`src/include/rx_done_pkg.sv`:
```
// Operation
// - Done FIFO holds up to eight 32-bit descriptor words.
// - Burst mode waits for six entries, then burst-writes the FIFO.
// - Burst writes only as many entries as the queue can hold.
// - No room at all sets write-error flag; no write, pointer unchanged.
// - Successful burst advances write pointer and raises write flag per threshold.
// - Flush timer is a 16-bit down-counter ticking every 256 clocks.
// - Flush timer only matters while burst mode is enabled.
// - Every done-queue write reloads the flush timer.
// - Reload value 0001h is one tick, FFFFh maximum, zero illegal reset value.
// - Bit 4 clear writes singly; set uses FIFO burst writing.
// - Flush bit 5 empties the FIFO; host clears it afterwards.
// - Status threshold bits 8-10 delay write flag to 2^n writes.
// - Config RAM is three words for 40 channels; host writes dword2 low.
// - Per channel keep buffer address, current and starting descriptor offsets.
// - Channel enable bit 0 turns reception on for that channel.
// - Buffer select 00 large, 01 small, 10 small then large, 11 illegal.
// - Buffer offset shifts first-buffer data start by 0 to 15 bytes.
// - Threshold 000 reports at packet end, else after that many buffers; at 000 the 3-bit count also reports every 8th buffer.
// - Reserved bits 10-14 read as any value; host writes zero.
// - First-buffer flag bit 15 set while filling first buffer; drives policy 10.
// - Write pointer advances one word, wraps to 0000h past end address.
// - Queue empty when pointers equal, full when read is one ahead.
package rx_done_pkg;
    localparam logic [11:0] ADDR_BASE0 = 12'h730;
    localparam logic [11:0] ADDR_BASE1 = 12'h734;
    localparam logic [11:0] ADDR_END = 12'h738;
    localparam logic [11:0] ADDR_RDPTR = 12'h73C;
    localparam logic [11:0] ADDR_WRPTR = 12'h740;
    localparam logic [11:0] ADDR_FLUSH_TIMER = 12'h744;
    localparam logic [11:0] ADDR_CHAN_SEL = 12'h770;
    localparam logic [11:0] ADDR_CHAN_DATA = 12'h774;
    localparam logic [11:0] ADDR_QUEUE_CTRL = 12'h780;
    localparam logic [11:0] ADDR_DMA_STATUS = 12'h790;
    localparam int CTRL_BURST_BIT = 4;
    localparam int CTRL_FLUSH_BIT = 5;
    localparam int CTRL_THR_LSB = 8;
    localparam logic [15:0] CTRL_WMASK = 16'h073D;
    localparam logic [15:0] TIMER_RESET = 16'h0000;
    localparam logic [15:0] CTRL_RESET = 16'h0000;
    localparam int FIFO_DEPTH = 8;
    localparam int HIGH_WATER = 6;
    localparam int PRESCALE = 256;
    localparam int NUM_CHANNELS = 40;
    localparam int STATUS_WRITE_BIT = 0;
    localparam int STATUS_ERROR_BIT = 1;
    localparam int FBF_BIT = 15;
    localparam logic [15:0] CFG_HOST_MASK = 16'h03FF;

    typedef struct packed {
        logic [5:0] channel;
        logic [15:0] descPtr;
    } done_req_s;

    typedef struct packed {
        logic valid;
        logic [31:0] addr;
        logic [31:0] data;
    } mem_wr_s;

    typedef enum logic [1:0] {BUF_LARGE, BUF_SMALL, BUF_SMALL_LARGE, BUF_ILLEGAL} buf_sel_e;
endpackage

```
`src/core/rx_done_queue_burst_dma.sv`:
```
`timescale 1ns/1ps
`default_nettype none
module rx_done_queue_burst_dma #(
    parameter int DEPTH = 8,
    parameter int WATERMARK = 6
) (
    // Clock and reset
    input wire logic clk,
    input wire logic resetn,
    // AHB-Lite slave
    input wire logic hsel,
    input wire logic [11:0] haddr,
    input wire logic [1:0] htrans,
    input wire logic hwrite,
    input wire logic [2:0] hsize,
    input wire logic [31:0] hwdata,
    input wire logic hready,
    output logic [31:0] hrdata,
    output logic hreadyout,
    output logic hresp,
    // Completed descriptor from the receive engine
    input wire rx_done_pkg::done_req_s doneReq,
    input wire logic doneValid,
    output logic doneReady,
    // Buffer fill events from the receive engine
    input wire logic [5:0] fillChannel,
    input wire logic fillBufferDone,
    input wire logic fillPacketEnd,
    input wire logic [31:0] fillNextAddr,
    input wire logic [15:0] fillNextDesc,
    // Per-channel view for the receive engine
    input wire logic [5:0] viewChannel,
    output logic viewEnable,
    output logic viewUseSmall,
    output logic [31:0] viewStartAddr,
    // Memory write port toward the PCI master
    output rx_done_pkg::mem_wr_s memWr,
    input wire logic memReady,
    // Status flags
    output logic doneWriteFlag,
    output logic doneWriteErrorFlag
);
    import rx_done_pkg::*;

    if (DEPTH > FIFO_DEPTH || DEPTH < 2 || WATERMARK >= DEPTH || WATERMARK < 1) begin
        $error("rx_done_queue_burst_dma: unsupported DEPTH/WATERMARK");
    end

    localparam int PW = $clog2(DEPTH);

    typedef enum {S_IDLE, S_CHECK, S_WRITE} wr_state_e;

    // Host registers
    logic [15:0] base0_ff, base1_ff, endAddr_ff, rdPtr_ff, wrPtr_ff;
    logic [15:0] timerReload_ff, queueCtrl_ff;
    logic [15:0] chanSel_ff, chanData_ff;
    logic writeFlag_ff, errorFlag_ff;

    // Done FIFO
    logic [31:0] fifoMem [DEPTH];
    logic [PW-1:0] head_ff, tail_ff;
    logic [PW:0] count_ff;

    // Writer
    wr_state_e state_ff;
    logic [PW:0] burstLeft_ff;
    logic [15:0] timer_ff;
    logic [7:0] prescale_ff;
    logic [7:0] statusCount_ff;

    // Configuration RAM: dword0 address, dword1 {start, current}, dword2 host word
    logic [31:0] cfgAddr [NUM_CHANNELS];
    logic [31:0] cfgDesc [NUM_CHANNELS];
    logic [15:0] cfgHost [NUM_CHANNELS];
    logic [2:0] cfgThrCnt [NUM_CHANNELS];

    logic burstOn, flushOn, fifoFull, fifoEmpty, tick, timerExpired;
    logic [15:0] nextWr, room;
    logic doWrite, pushFifo, popFifo, directWrite;
    logic [31:0] entry, fifoHead;
    logic busWrite_ff, busRead;
    logic [11:0] busAddr_ff;
    logic [2:0] statusThr;
    logic [8:0] statusTarget;

    assign burstOn = queueCtrl_ff[CTRL_BURST_BIT];
    assign flushOn = queueCtrl_ff[CTRL_FLUSH_BIT];
    assign statusThr = queueCtrl_ff[CTRL_THR_LSB +: 3];
    assign statusTarget = 9'(1) << statusThr;
    assign fifoFull = (count_ff == (PW+1)'(DEPTH));
    assign fifoEmpty = (count_ff == '0);
    assign fifoHead = fifoMem[head_ff];

    // Descriptor word: V=0, EOF and status left to the packet engine
    assign entry = {10'h000, doneReq.channel, doneReq.descPtr};

    // wrap when the advanced pointer would pass the end address
    assign nextWr = (wrPtr_ff + 16'h0001 > endAddr_ff) ? 16'h0000 : wrPtr_ff + 16'h0001;
    assign room = (rdPtr_ff > wrPtr_ff) ? (rdPtr_ff - wrPtr_ff - 16'h0001) :
                  (endAddr_ff - wrPtr_ff + rdPtr_ff);
    assign tick = (prescale_ff == 8'(PRESCALE - 1));
    assign timerExpired = burstOn && (timer_ff == 16'h0000);

    // Single mode still queues each descriptor in the FIFO; the writer drains it as soon as it is not empty
    assign directWrite = !burstOn && !flushOn && fifoEmpty;
    assign doneReady = (state_ff == S_IDLE) && !fifoFull && !directWrite ? 1'b1 :
                       (state_ff == S_IDLE) && directWrite;
    assign pushFifo = doneValid && doneReady;
    assign doWrite = (state_ff == S_WRITE) && memReady;
    assign popFifo = doWrite;

    // AHB-Lite: zero-wait, always OKAY
    assign hreadyout = 1'b1;
    assign hresp = 1'b0;
    assign busRead = hsel && hready && htrans[1] && !hwrite;

    always_ff @(posedge clk or negedge resetn) begin
        if (!resetn) begin
            busWrite_ff <= 1'b0;
            busAddr_ff <= '0;
        end else if (hready) begin
            busWrite_ff <= hsel && htrans[1] && hwrite && (hsize == 3'b010);
            busAddr_ff <= haddr;
        end
    end

    always_ff @(posedge clk or negedge resetn) begin
        if (!resetn) begin
            hrdata <= '0;
        end else if (busRead) begin
            case (haddr)
                ADDR_BASE0: hrdata <= {16'h0000, base0_ff};
                ADDR_BASE1: hrdata <= {16'h0000, base1_ff};
                ADDR_END: hrdata <= {16'h0000, endAddr_ff};
                ADDR_RDPTR: hrdata <= {16'h0000, rdPtr_ff};
                ADDR_WRPTR: hrdata <= {16'h0000, wrPtr_ff};
                ADDR_FLUSH_TIMER: hrdata <= {16'h0000, timerReload_ff};
                ADDR_CHAN_SEL: hrdata <= {16'h0000, chanSel_ff};
                ADDR_CHAN_DATA: hrdata <= {16'h0000, chanData_ff};
                ADDR_QUEUE_CTRL: hrdata <= {16'h0000, queueCtrl_ff};
                ADDR_DMA_STATUS: hrdata <= {30'h0000_0000, errorFlag_ff, writeFlag_ff};
                default: hrdata <= '0;
            endcase
        end
    end

    always_ff @(posedge clk or negedge resetn) begin
        if (!resetn) begin
            base0_ff <= '0;
            base1_ff <= '0;
            endAddr_ff <= '0;
            rdPtr_ff <= '0;
            timerReload_ff <= TIMER_RESET;
            queueCtrl_ff <= CTRL_RESET;
            chanSel_ff <= '0;
        end else if (busWrite_ff) begin
            case (busAddr_ff)
                ADDR_BASE0: base0_ff <= hwdata[15:0];
                ADDR_BASE1: base1_ff <= hwdata[15:0];
                ADDR_END: endAddr_ff <= hwdata[15:0];
                ADDR_RDPTR: rdPtr_ff <= hwdata[15:0];
                ADDR_FLUSH_TIMER: timerReload_ff <= hwdata[15:0];
                ADDR_CHAN_SEL: chanSel_ff <= hwdata[15:0] & 16'h073F;
                ADDR_QUEUE_CTRL: queueCtrl_ff <= hwdata[15:0] & CTRL_WMASK;
                default: ;
            endcase
        end
    end

    // Configuration data window: host writes land only in dword2 low (word select 100)
    always_ff @(posedge clk or negedge resetn) begin
        if (!resetn) begin
            chanData_ff <= '0;
        end else if (busWrite_ff && busAddr_ff == ADDR_CHAN_DATA) begin
            chanData_ff <= hwdata[15:0];
        end else if (chanSel_ff[5:0] < 6'(NUM_CHANNELS)) begin
            case (chanSel_ff[10:8])
                3'b000: chanData_ff <= cfgAddr[chanSel_ff[5:0]][15:0];
                3'b001: chanData_ff <= cfgAddr[chanSel_ff[5:0]][31:16];
                3'b010: chanData_ff <= cfgDesc[chanSel_ff[5:0]][15:0];
                3'b011: chanData_ff <= cfgDesc[chanSel_ff[5:0]][31:16];
                3'b100: chanData_ff <= cfgHost[chanSel_ff[5:0]];
                3'b101: chanData_ff <= {cfgThrCnt[chanSel_ff[5:0]], 13'h0000};
                default: chanData_ff <= '0;
            endcase
        end
    end

    always_ff @(posedge clk) begin
        if (busWrite_ff && busAddr_ff == ADDR_CHAN_DATA && chanSel_ff[10:8] == 3'b100
            && chanSel_ff[5:0] < 6'(NUM_CHANNELS)) begin
            // reserved bits dropped; FBF kept by hardware
            cfgHost[chanSel_ff[5:0]] <= (hwdata[15:0] & CFG_HOST_MASK) |
                (cfgHost[chanSel_ff[5:0]] & 16'h8000);
        end else if (fillBufferDone && fillChannel < 6'(NUM_CHANNELS)) begin
            cfgHost[fillChannel][FBF_BIT] <= fillPacketEnd;
        end
    end

    // per-channel buffer address, descriptor offsets and fill count
    always_ff @(posedge clk) begin
        if (fillBufferDone && fillChannel < 6'(NUM_CHANNELS)) begin
            cfgAddr[fillChannel] <= fillNextAddr;
            cfgDesc[fillChannel][15:0] <= fillNextDesc;
            if (fillPacketEnd || cfgThrCnt[fillChannel] + 3'd1 == cfgHost[fillChannel][9:7]) begin
                cfgDesc[fillChannel][31:16] <= fillNextDesc;
                cfgThrCnt[fillChannel] <= 3'd0;
            end else begin
                cfgThrCnt[fillChannel] <= cfgThrCnt[fillChannel] + 3'd1;
            end
        end
    end

    // policy view for the receive engine
    always_comb begin
        viewEnable = 1'b0;
        viewUseSmall = 1'b0;
        viewStartAddr = '0;
        if (viewChannel < 6'(NUM_CHANNELS)) begin
            viewEnable = cfgHost[viewChannel][0];
            case (buf_sel_e'(cfgHost[viewChannel][2:1]))
                BUF_SMALL: viewUseSmall = 1'b1;
                BUF_SMALL_LARGE: viewUseSmall = cfgHost[viewChannel][FBF_BIT];
                default: viewUseSmall = 1'b0;
            endcase
            viewStartAddr = cfgAddr[viewChannel] +
                (cfgHost[viewChannel][FBF_BIT] ? 32'(cfgHost[viewChannel][6:3]) : 32'h0000_0000);
        end
    end

    always_ff @(posedge clk) begin
        if (pushFifo) begin
            fifoMem[tail_ff] <= entry;
        end
    end

    always_ff @(posedge clk or negedge resetn) begin
        if (!resetn) begin
            head_ff <= '0;
            tail_ff <= '0;
            count_ff <= '0;
        end else begin
            if (pushFifo) tail_ff <= (tail_ff == PW'(DEPTH - 1)) ? '0 : tail_ff + 1'b1;
            if (popFifo) head_ff <= (head_ff == PW'(DEPTH - 1)) ? '0 : head_ff + 1'b1;
            count_ff <= count_ff + (PW+1)'(pushFifo) - (PW+1)'(popFifo);
        end
    end

    // Writer: check room, then write one word per accepted beat
    always_ff @(posedge clk or negedge resetn) begin
        if (!resetn) begin
            state_ff <= S_IDLE;
            burstLeft_ff <= '0;
        end else begin
            case (state_ff)
                S_IDLE: begin
                    if (!fifoEmpty && (!burstOn || flushOn || timerExpired
                        || count_ff >= (PW+1)'(WATERMARK))) begin
                        state_ff <= S_CHECK;
                    end
                end
                S_CHECK: begin
                    if (room == 16'h0000) begin
                        state_ff <= S_IDLE;
                    end else begin
                        burstLeft_ff <= (room < 16'(count_ff)) ? (PW+1)'(room) : count_ff;
                        state_ff <= S_WRITE;
                    end
                end
                S_WRITE: begin
                    if (doWrite) begin
                        burstLeft_ff <= burstLeft_ff - 1'b1;
                        if (burstLeft_ff == (PW+1)'(1)) state_ff <= S_IDLE;
                    end
                end
                default: state_ff <= S_IDLE;
            endcase
        end
    end

    always_ff @(posedge clk or negedge resetn) begin
        if (!resetn) begin
            memWr <= '0;
        end else begin
            memWr.valid <= (state_ff == S_WRITE) && !(doWrite && burstLeft_ff == (PW+1)'(1));
            memWr.addr <= {base1_ff, base0_ff} + (32'(wrPtr_ff) << 2);
            memWr.data <= fifoHead;
            if (state_ff == S_WRITE && doWrite) begin
                memWr.addr <= {base1_ff, base0_ff} + (32'(nextWr) << 2);
                memWr.data <= fifoMem[(head_ff == PW'(DEPTH - 1)) ? '0 : head_ff + 1'b1];
            end
        end
    end

    always_ff @(posedge clk or negedge resetn) begin
        if (!resetn) begin
            wrPtr_ff <= '0;
        end else if (doWrite) begin
            wrPtr_ff <= nextWr;
        end
    end

    always_ff @(posedge clk or negedge resetn) begin
        if (!resetn) begin
            prescale_ff <= '0;
            timer_ff <= TIMER_RESET;
        end else begin
            prescale_ff <= tick ? '0 : prescale_ff + 8'h01;
            if (doWrite || (timerExpired && state_ff == S_IDLE)) begin
                timer_ff <= timerReload_ff;
            end else if (tick && timer_ff != 16'h0000) begin
                timer_ff <= timer_ff - 16'h0001;
            end
        end
    end

    // write flag after 2^n writes; set wins over clear
    always_ff @(posedge clk or negedge resetn) begin
        if (!resetn) begin
            statusCount_ff <= '0;
            writeFlag_ff <= 1'b0;
        end else begin
            // Clear first, so a set in the same cycle wins
            if (busWrite_ff && busAddr_ff == ADDR_DMA_STATUS
                && hwdata[STATUS_WRITE_BIT]) begin
                writeFlag_ff <= 1'b0;
            end
            if (doWrite) begin
                if (9'(statusCount_ff) + 9'd1 >= statusTarget) begin
                    statusCount_ff <= '0;
                    writeFlag_ff <= 1'b1;
                end else begin
                    statusCount_ff <= statusCount_ff + 8'h01;
                end
            end
        end
    end

    // error flag when no room at all
    always_ff @(posedge clk or negedge resetn) begin
        if (!resetn) begin
            errorFlag_ff <= 1'b0;
        end else if (state_ff == S_CHECK && room == 16'h0000) begin
            errorFlag_ff <= 1'b1;
        end else if (busWrite_ff && busAddr_ff == ADDR_DMA_STATUS && hwdata[STATUS_ERROR_BIT]) begin
            errorFlag_ff <= 1'b0;
        end
    end

    assign doneWriteFlag = writeFlag_ff;
    assign doneWriteErrorFlag = errorFlag_ff;
endmodule
`default_nettype wire

```
`config.mk`:
```
export PLATFORM = sky130hd
export DESIGN_NAME = rx_done_queue_burst_dma
export DESIGN_NICKNAME = d
export VERILOG_FILES = /design/src/include/rx_done_pkg.sv /design/src/core/rx_done_queue_burst_dma.sv
export SDC_FILE = /design/constraint.sdc
export NUM_CORES = 2
export LEC_CHECK = 0
export BUFFER_PORTS_ARGS = -buffer_cell sky130_fd_sc_hd__buf_2
export CAP_MARGIN = 15
export CORE_ASPECT_RATIO = 1.5
export CORE_MARGIN = 8
export CORE_UTILIZATION = 57
export CTS_BUF_LIST = sky130_fd_sc_hd__clkbuf_4 sky130_fd_sc_hd__clkbuf_8 sky130_fd_sc_hd__clkbuf_16
export CTS_CLUSTER_DIAMETER = 150
export DETAILED_ROUTE_END_ITERATION = 6
export HOLD_SLACK_MARGIN = 0.06
export PLACE_DENSITY = 0.83
export SLEW_MARGIN = 20
export SYNTH_ARGS = -nofsm -noshare
export SYNTH_HDL_FRONTEND = slang
export SYNTH_SLANG_ARGS = --single-unit
```
`constraint.sdc`:
```
create_clock -name clk -period 6.9 [get_ports clk]
set_input_delay 0.69 -clock clk [delete_from_list [all_inputs] [get_ports clk]]
set_output_delay 0.69 -clock clk [all_outputs]
set_load 0.05 [all_outputs]
```
==> impl_metrics.ini <==
[outcome]
status = complete, no violations

[drt]
finalWirelength_mm = 505
firstDrtPassIters = 7
viasPerCell = 7.42
routedWlPerCell_um = 40.2
first_iter_violations = 14800
drc_errors = 0
drtAntennaViolNets = 0
vias = 93200

[power_and_ir_drop]
power_density_mw_per_mm2 = 271
totalPowerFinal_mw = 48.1
p_leak_nw = 56.3
peakVddDrop_v = 0.000420

[final_layout]
register_area_mm2 = 0.106
fillers = 17600
fin_area_mm2 = 0.178
nets = 8851
syn_to_final_growth_pct = 11.8
multi_input_area_mm2 = 0.0507
drive_gt1_frac = 0.330
final_cells = 12600

[grt]
grt_max_degree = 121
grt_overflow_total = 0
antenna_found_initial = 43
first_global_vias = 95400
grt_first_pass_wirelength_mm = 707
track_usage = 0.336

[floorplan]
start_util = 0.572
ios = 276
dieHeight_um = 662
core-area_mm2 = 0.278
fp-row-count = 237
die_area_mm2 = 0.296
fp.dieW_um = 447

[placed_design]
portBuffers = 230
dp.cells = 11900
post-place-ws_ns = 0.435
gp_congestion = 0.951
placed_area_mm2 = 0.167
place.detailed.hpwl_mm = 295

[sta]
finalCriticalPeriod_ns = 6.73
clock_skew_ns = 0.0852
rsz0062_at_grt = false
fmax_ghz = 0.149
hold_ws_ns = 0.102
layout_setup_ws_ns = 0.166
fin_crit_sh = 0.976
finalMaxSlewViolations = 0
tightest_slew_ns = 1.36
hold_viol_final = 0
slew_headroom = 0.0944
setup_viol = 0

[cts]
cts_buffer_depth = 4
cts_sinks = 3559
cts_tree = built
cts_buffers = 317
clk_latency_ns = 0.94
clkSlewWorstSetupHoldPaths_ns = 0.06
post_cts_buffers = 0
cts_root_buffer = clkbuf_16
h-tree-depth = 5

[setup_path]
path_cells = buf_8 > buf_4 > mux4_2 > mux4_2 > nand2_1 > and3_1 > a21oi_1 > nand2_1 > inv_1 > ha_1 > a21o_1 > a21oi_1 > nor2b_1 > o221ai_1 > buf_4 > or3_1 > nor3_1 > nand4_1 > nor4_1 > buf_4 > xnor2_1 > nor2_1 > buf_4 > buf_2
cp.arrival_ns = 6.04
crit_path_start = viewChannel[1]
cp-endpoint = viewStartAddr[31]
reg2regPathDepth = 28
critPathKind = primary input to output port
timing.rr.end = memWr[54]
end_kind = output port
cpMaxStageDelayCell = mux4_2
path_delay_family = simple AND/OR/NAND/NOR gates
r2r_slack_ns = 0.52
path_buf_inv = 7
crit_required_ns = 6.21
r2r-start = wrPtr_ff[0]
critical_path_depth = 24
critPathMostFrequentCell = buf_4
critPathLaunchType = primary input
max_stage_delay_ns = 0.49
cp_max_fo = 44

[synth]
synth-xor-area-share = 0.00629
synth.distinct_cells = 98
netlist_instances = 8132
ys.flop_type = edfxtp_1
synth_top_family_by_area = multiplexers
yosys.area_share.simple = 0.0307
avgSynthCellArea_um2 = 19.5
synth_edf_count = 3296
seq_area_frac_synth = 0.665
synth-compound-area-share = 0.0319
synth.area.mux_share = 0.236
netlist_area_mm2 = 0.159
async_flop_share = 0.0739
synthAdderAreaFrac = 0.0103
ys_warn_count = 0
ys_ff_latch = 3559

[run]
max-cap-violations = 0

[hold_path]
hold_path.class = primary input to flip-flop
-- power breakdown --
group	internal [mW]	leakage (nW)	switching, mW
clock	10.2	5.21	8.08
combinational	2.08	18.2	3.32
sequential	24.0	32.9	0.326
total	36.3	56.3	11.7
-- through the flow --
stage,util,setup TNS [ns]
finish,0.640,0
global route,0.639,0
CTS,0.639,0
detailed placement,0.600,0
global placement,0.600,0
floorplan,-,-0.0491
-- final cells by class --
class,count,area share
clock buffer,392,0.0488
multi-input combinational,3901,0.285
tap,3704,0.0261
sequential,3559,0.595
inverter,147,0.00312
timing repair buffer,666,0.0312
clock inverter,165,0.0102
antenna,26,0.000367
-- cells in the mapped netlist (all sizes together) (9+ instances only) --
| library cell | n | share of area |
|---|---|---|
| or4 | 9 | 0.00043 |
| or2 | 9 | 0.00035 |
| nor2 | 335 | 0.0079 |
| edfxtp | 3296 | 0.62 |
| mux2 | 110 | 0.0078 |
| ha | 100 | 0.0079 |
| a22oi | 61 | 0.0029 |
| a21oi | 141 | 0.0044 |
| a211oi | 68 | 0.0032 |
| nor4 | 25 | 0.0012 |
| mux2i | 217 | 0.014 |
| a221oi | 39 | 0.0022 |
| nand2 | 310 | 0.0073 |
| and3 | 29 | 0.0011 |
| o211ai | 11 | 0.00052 |
| a21o | 22 | 0.0010 |
| or3 | 19 | 0.00075 |
| o21ai | 185 | 0.0059 |
| a31oi | 21 | 0.00083 |
| nand2b | 24 | 0.00095 |
| a311oi | 10 | 0.00055 |
| nand3 | 76 | 0.0024 |
| nor3 | 61 | 0.0019 |
| xnor2 | 78 | 0.0043 |
| fa | 19 | 0.0024 |
| xor2 | 36 | 0.0020 |
| o22ai | 66 | 0.0027 |
| mux4 | 1507 | 0.21 |
| clkbuf | 267 | 0.0064 |
| nor2b | 65 | 0.0026 |
| inv | 145 | 0.0034 |
| a22o | 27 | 0.0015 |
| buf | 284 | 0.010 |
| dfrtp | 263 | 0.041 |
| o21a | 19 | 0.00090 |
| and2 | 13 | 0.00051 |
| nor3b | 9 | 0.00043 |
| nand4 | 26 | 0.0011 |
-- cells in the final DEF, fill, tap and decap left out, types with 29 or more instances in the layout --
cell type and instances:
ha_1 98, nand3_1 74, nand2_1 309, a21oi_1 139, bufinv_16 34, and3_1 29
clkbuf_4 63, a211oi_1 67, o22ai_1 64, nor2_4 44, buf_4 357, nor3_1 54
edfxtp_1 3296, mux2_2 110, buf_12 75, o21ai_0 172, nor2_2 33, a22oi_1 61
xnor2_1 78, mux2i_1 215, nor2_1 258, inv_1 141, clkinv_1 51, nor2b_1 54
xor2_1 36, buf_2 203, mux4_2 1494, clkbuf_16 325, clkinv_2 48, a221oi_1 39
dfrtp_1 255
-- worst min-delay path by stage --
| stage | from | to | slack [ns] | cells after the start |
|---|---|---|---|---|
| global route | doneReq[14] | fifoMem[7][14] | 0.10 | 1 |
| floorplan | base0_ff[0] | memWr[32] | 0.37 | 0 |
| detailed placement | base0_ff[0] | memWr[32] | 0.40 | 0 |
| CTS | doneReq[14] | fifoMem[4][14] | 0.07 | 1 |
| global placement | base0_ff[0] | memWr[32] | 0.39 | 0 |
| finish | doneReq[1] | fifoMem[5][1] | 0.10 | 1 |
-- flip-flops by register name (all words and copies together) (netlist names), 4 cells and up --
signal and cells:
fifoMem 176, timer_ff 16, memWr 55, base0_ff 16, base1_ff 16, cfgThrCnt 120
wrPtr_ff 16, busAddr_ff 12, cfgHost 440, count_ff 4, rdPtr_ff 16, timerReload_ff 16
endAddr_ff 16, prescale_ff 8, burstLeft_ff 4, chanData_ff 16, cfgDesc 1280, queueCtrl_ff 8
statusCount_ff 8, chanSel_ff 9, hrdata 16, cfgAddr 1280
-- what timing repair did --
item | in CTS | in global routing
endpoints found under the hold margin | 187 | 0
endpoints found under the setup margin | 0 | 6
hold buffers | 26 | 0
gates resized for setup | 0 | 3
-- per-layer routing --
| metal | share of wire | wire (µm) | vias up | GRT usage |
|---|---|---|---|---|
| met2 | 0.47 | 237000 | 8614 | 0.536 |
| li1 | - | - | 35000 | - |
| met3 | 0.14 | 68200 | 2479 | 0.0891 |
| met4 | 0.11 | 56500 | 30 | 0.283 |
| met1 | 0.28 | 143000 | 47100 | 0.379 |
| met5 | 0.00040 | 201 | - | 0.000162 |
-- logic make-up (layout without fill, tap and decap cells) --
family | Yosys count | in the layout
muxes | 1834 | 1834
DFF | 3559 | 3559
xor gates and xnor gates | 114 | 114
adders and majority gates | 119 | 119
and+or+nand+nor | 1042 | 1042
AOI/OAI and AO/OA | 764 | 764
other | 2 | 54
buffers and inverters | 698 | 1370
-- worst reg2reg max path, delay by kind of cell, from the launching register on --
| family | cells | cell delay [ns] |
|---|---|---|
| adder cells (fa/ha/maj) | 3 | 0.88 |
| AND/OR/NAND/NOR | 9 | 2.15 |
| buffers and inverters | 3 | 0.38 |
| flip-flops | 1 | 0.46 |
| XOR/XNOR | 2 | 0.41 |
| AO/OA/AOI/OAI | 11 | 1.92 |
Power figures use the tool's default switching activity.
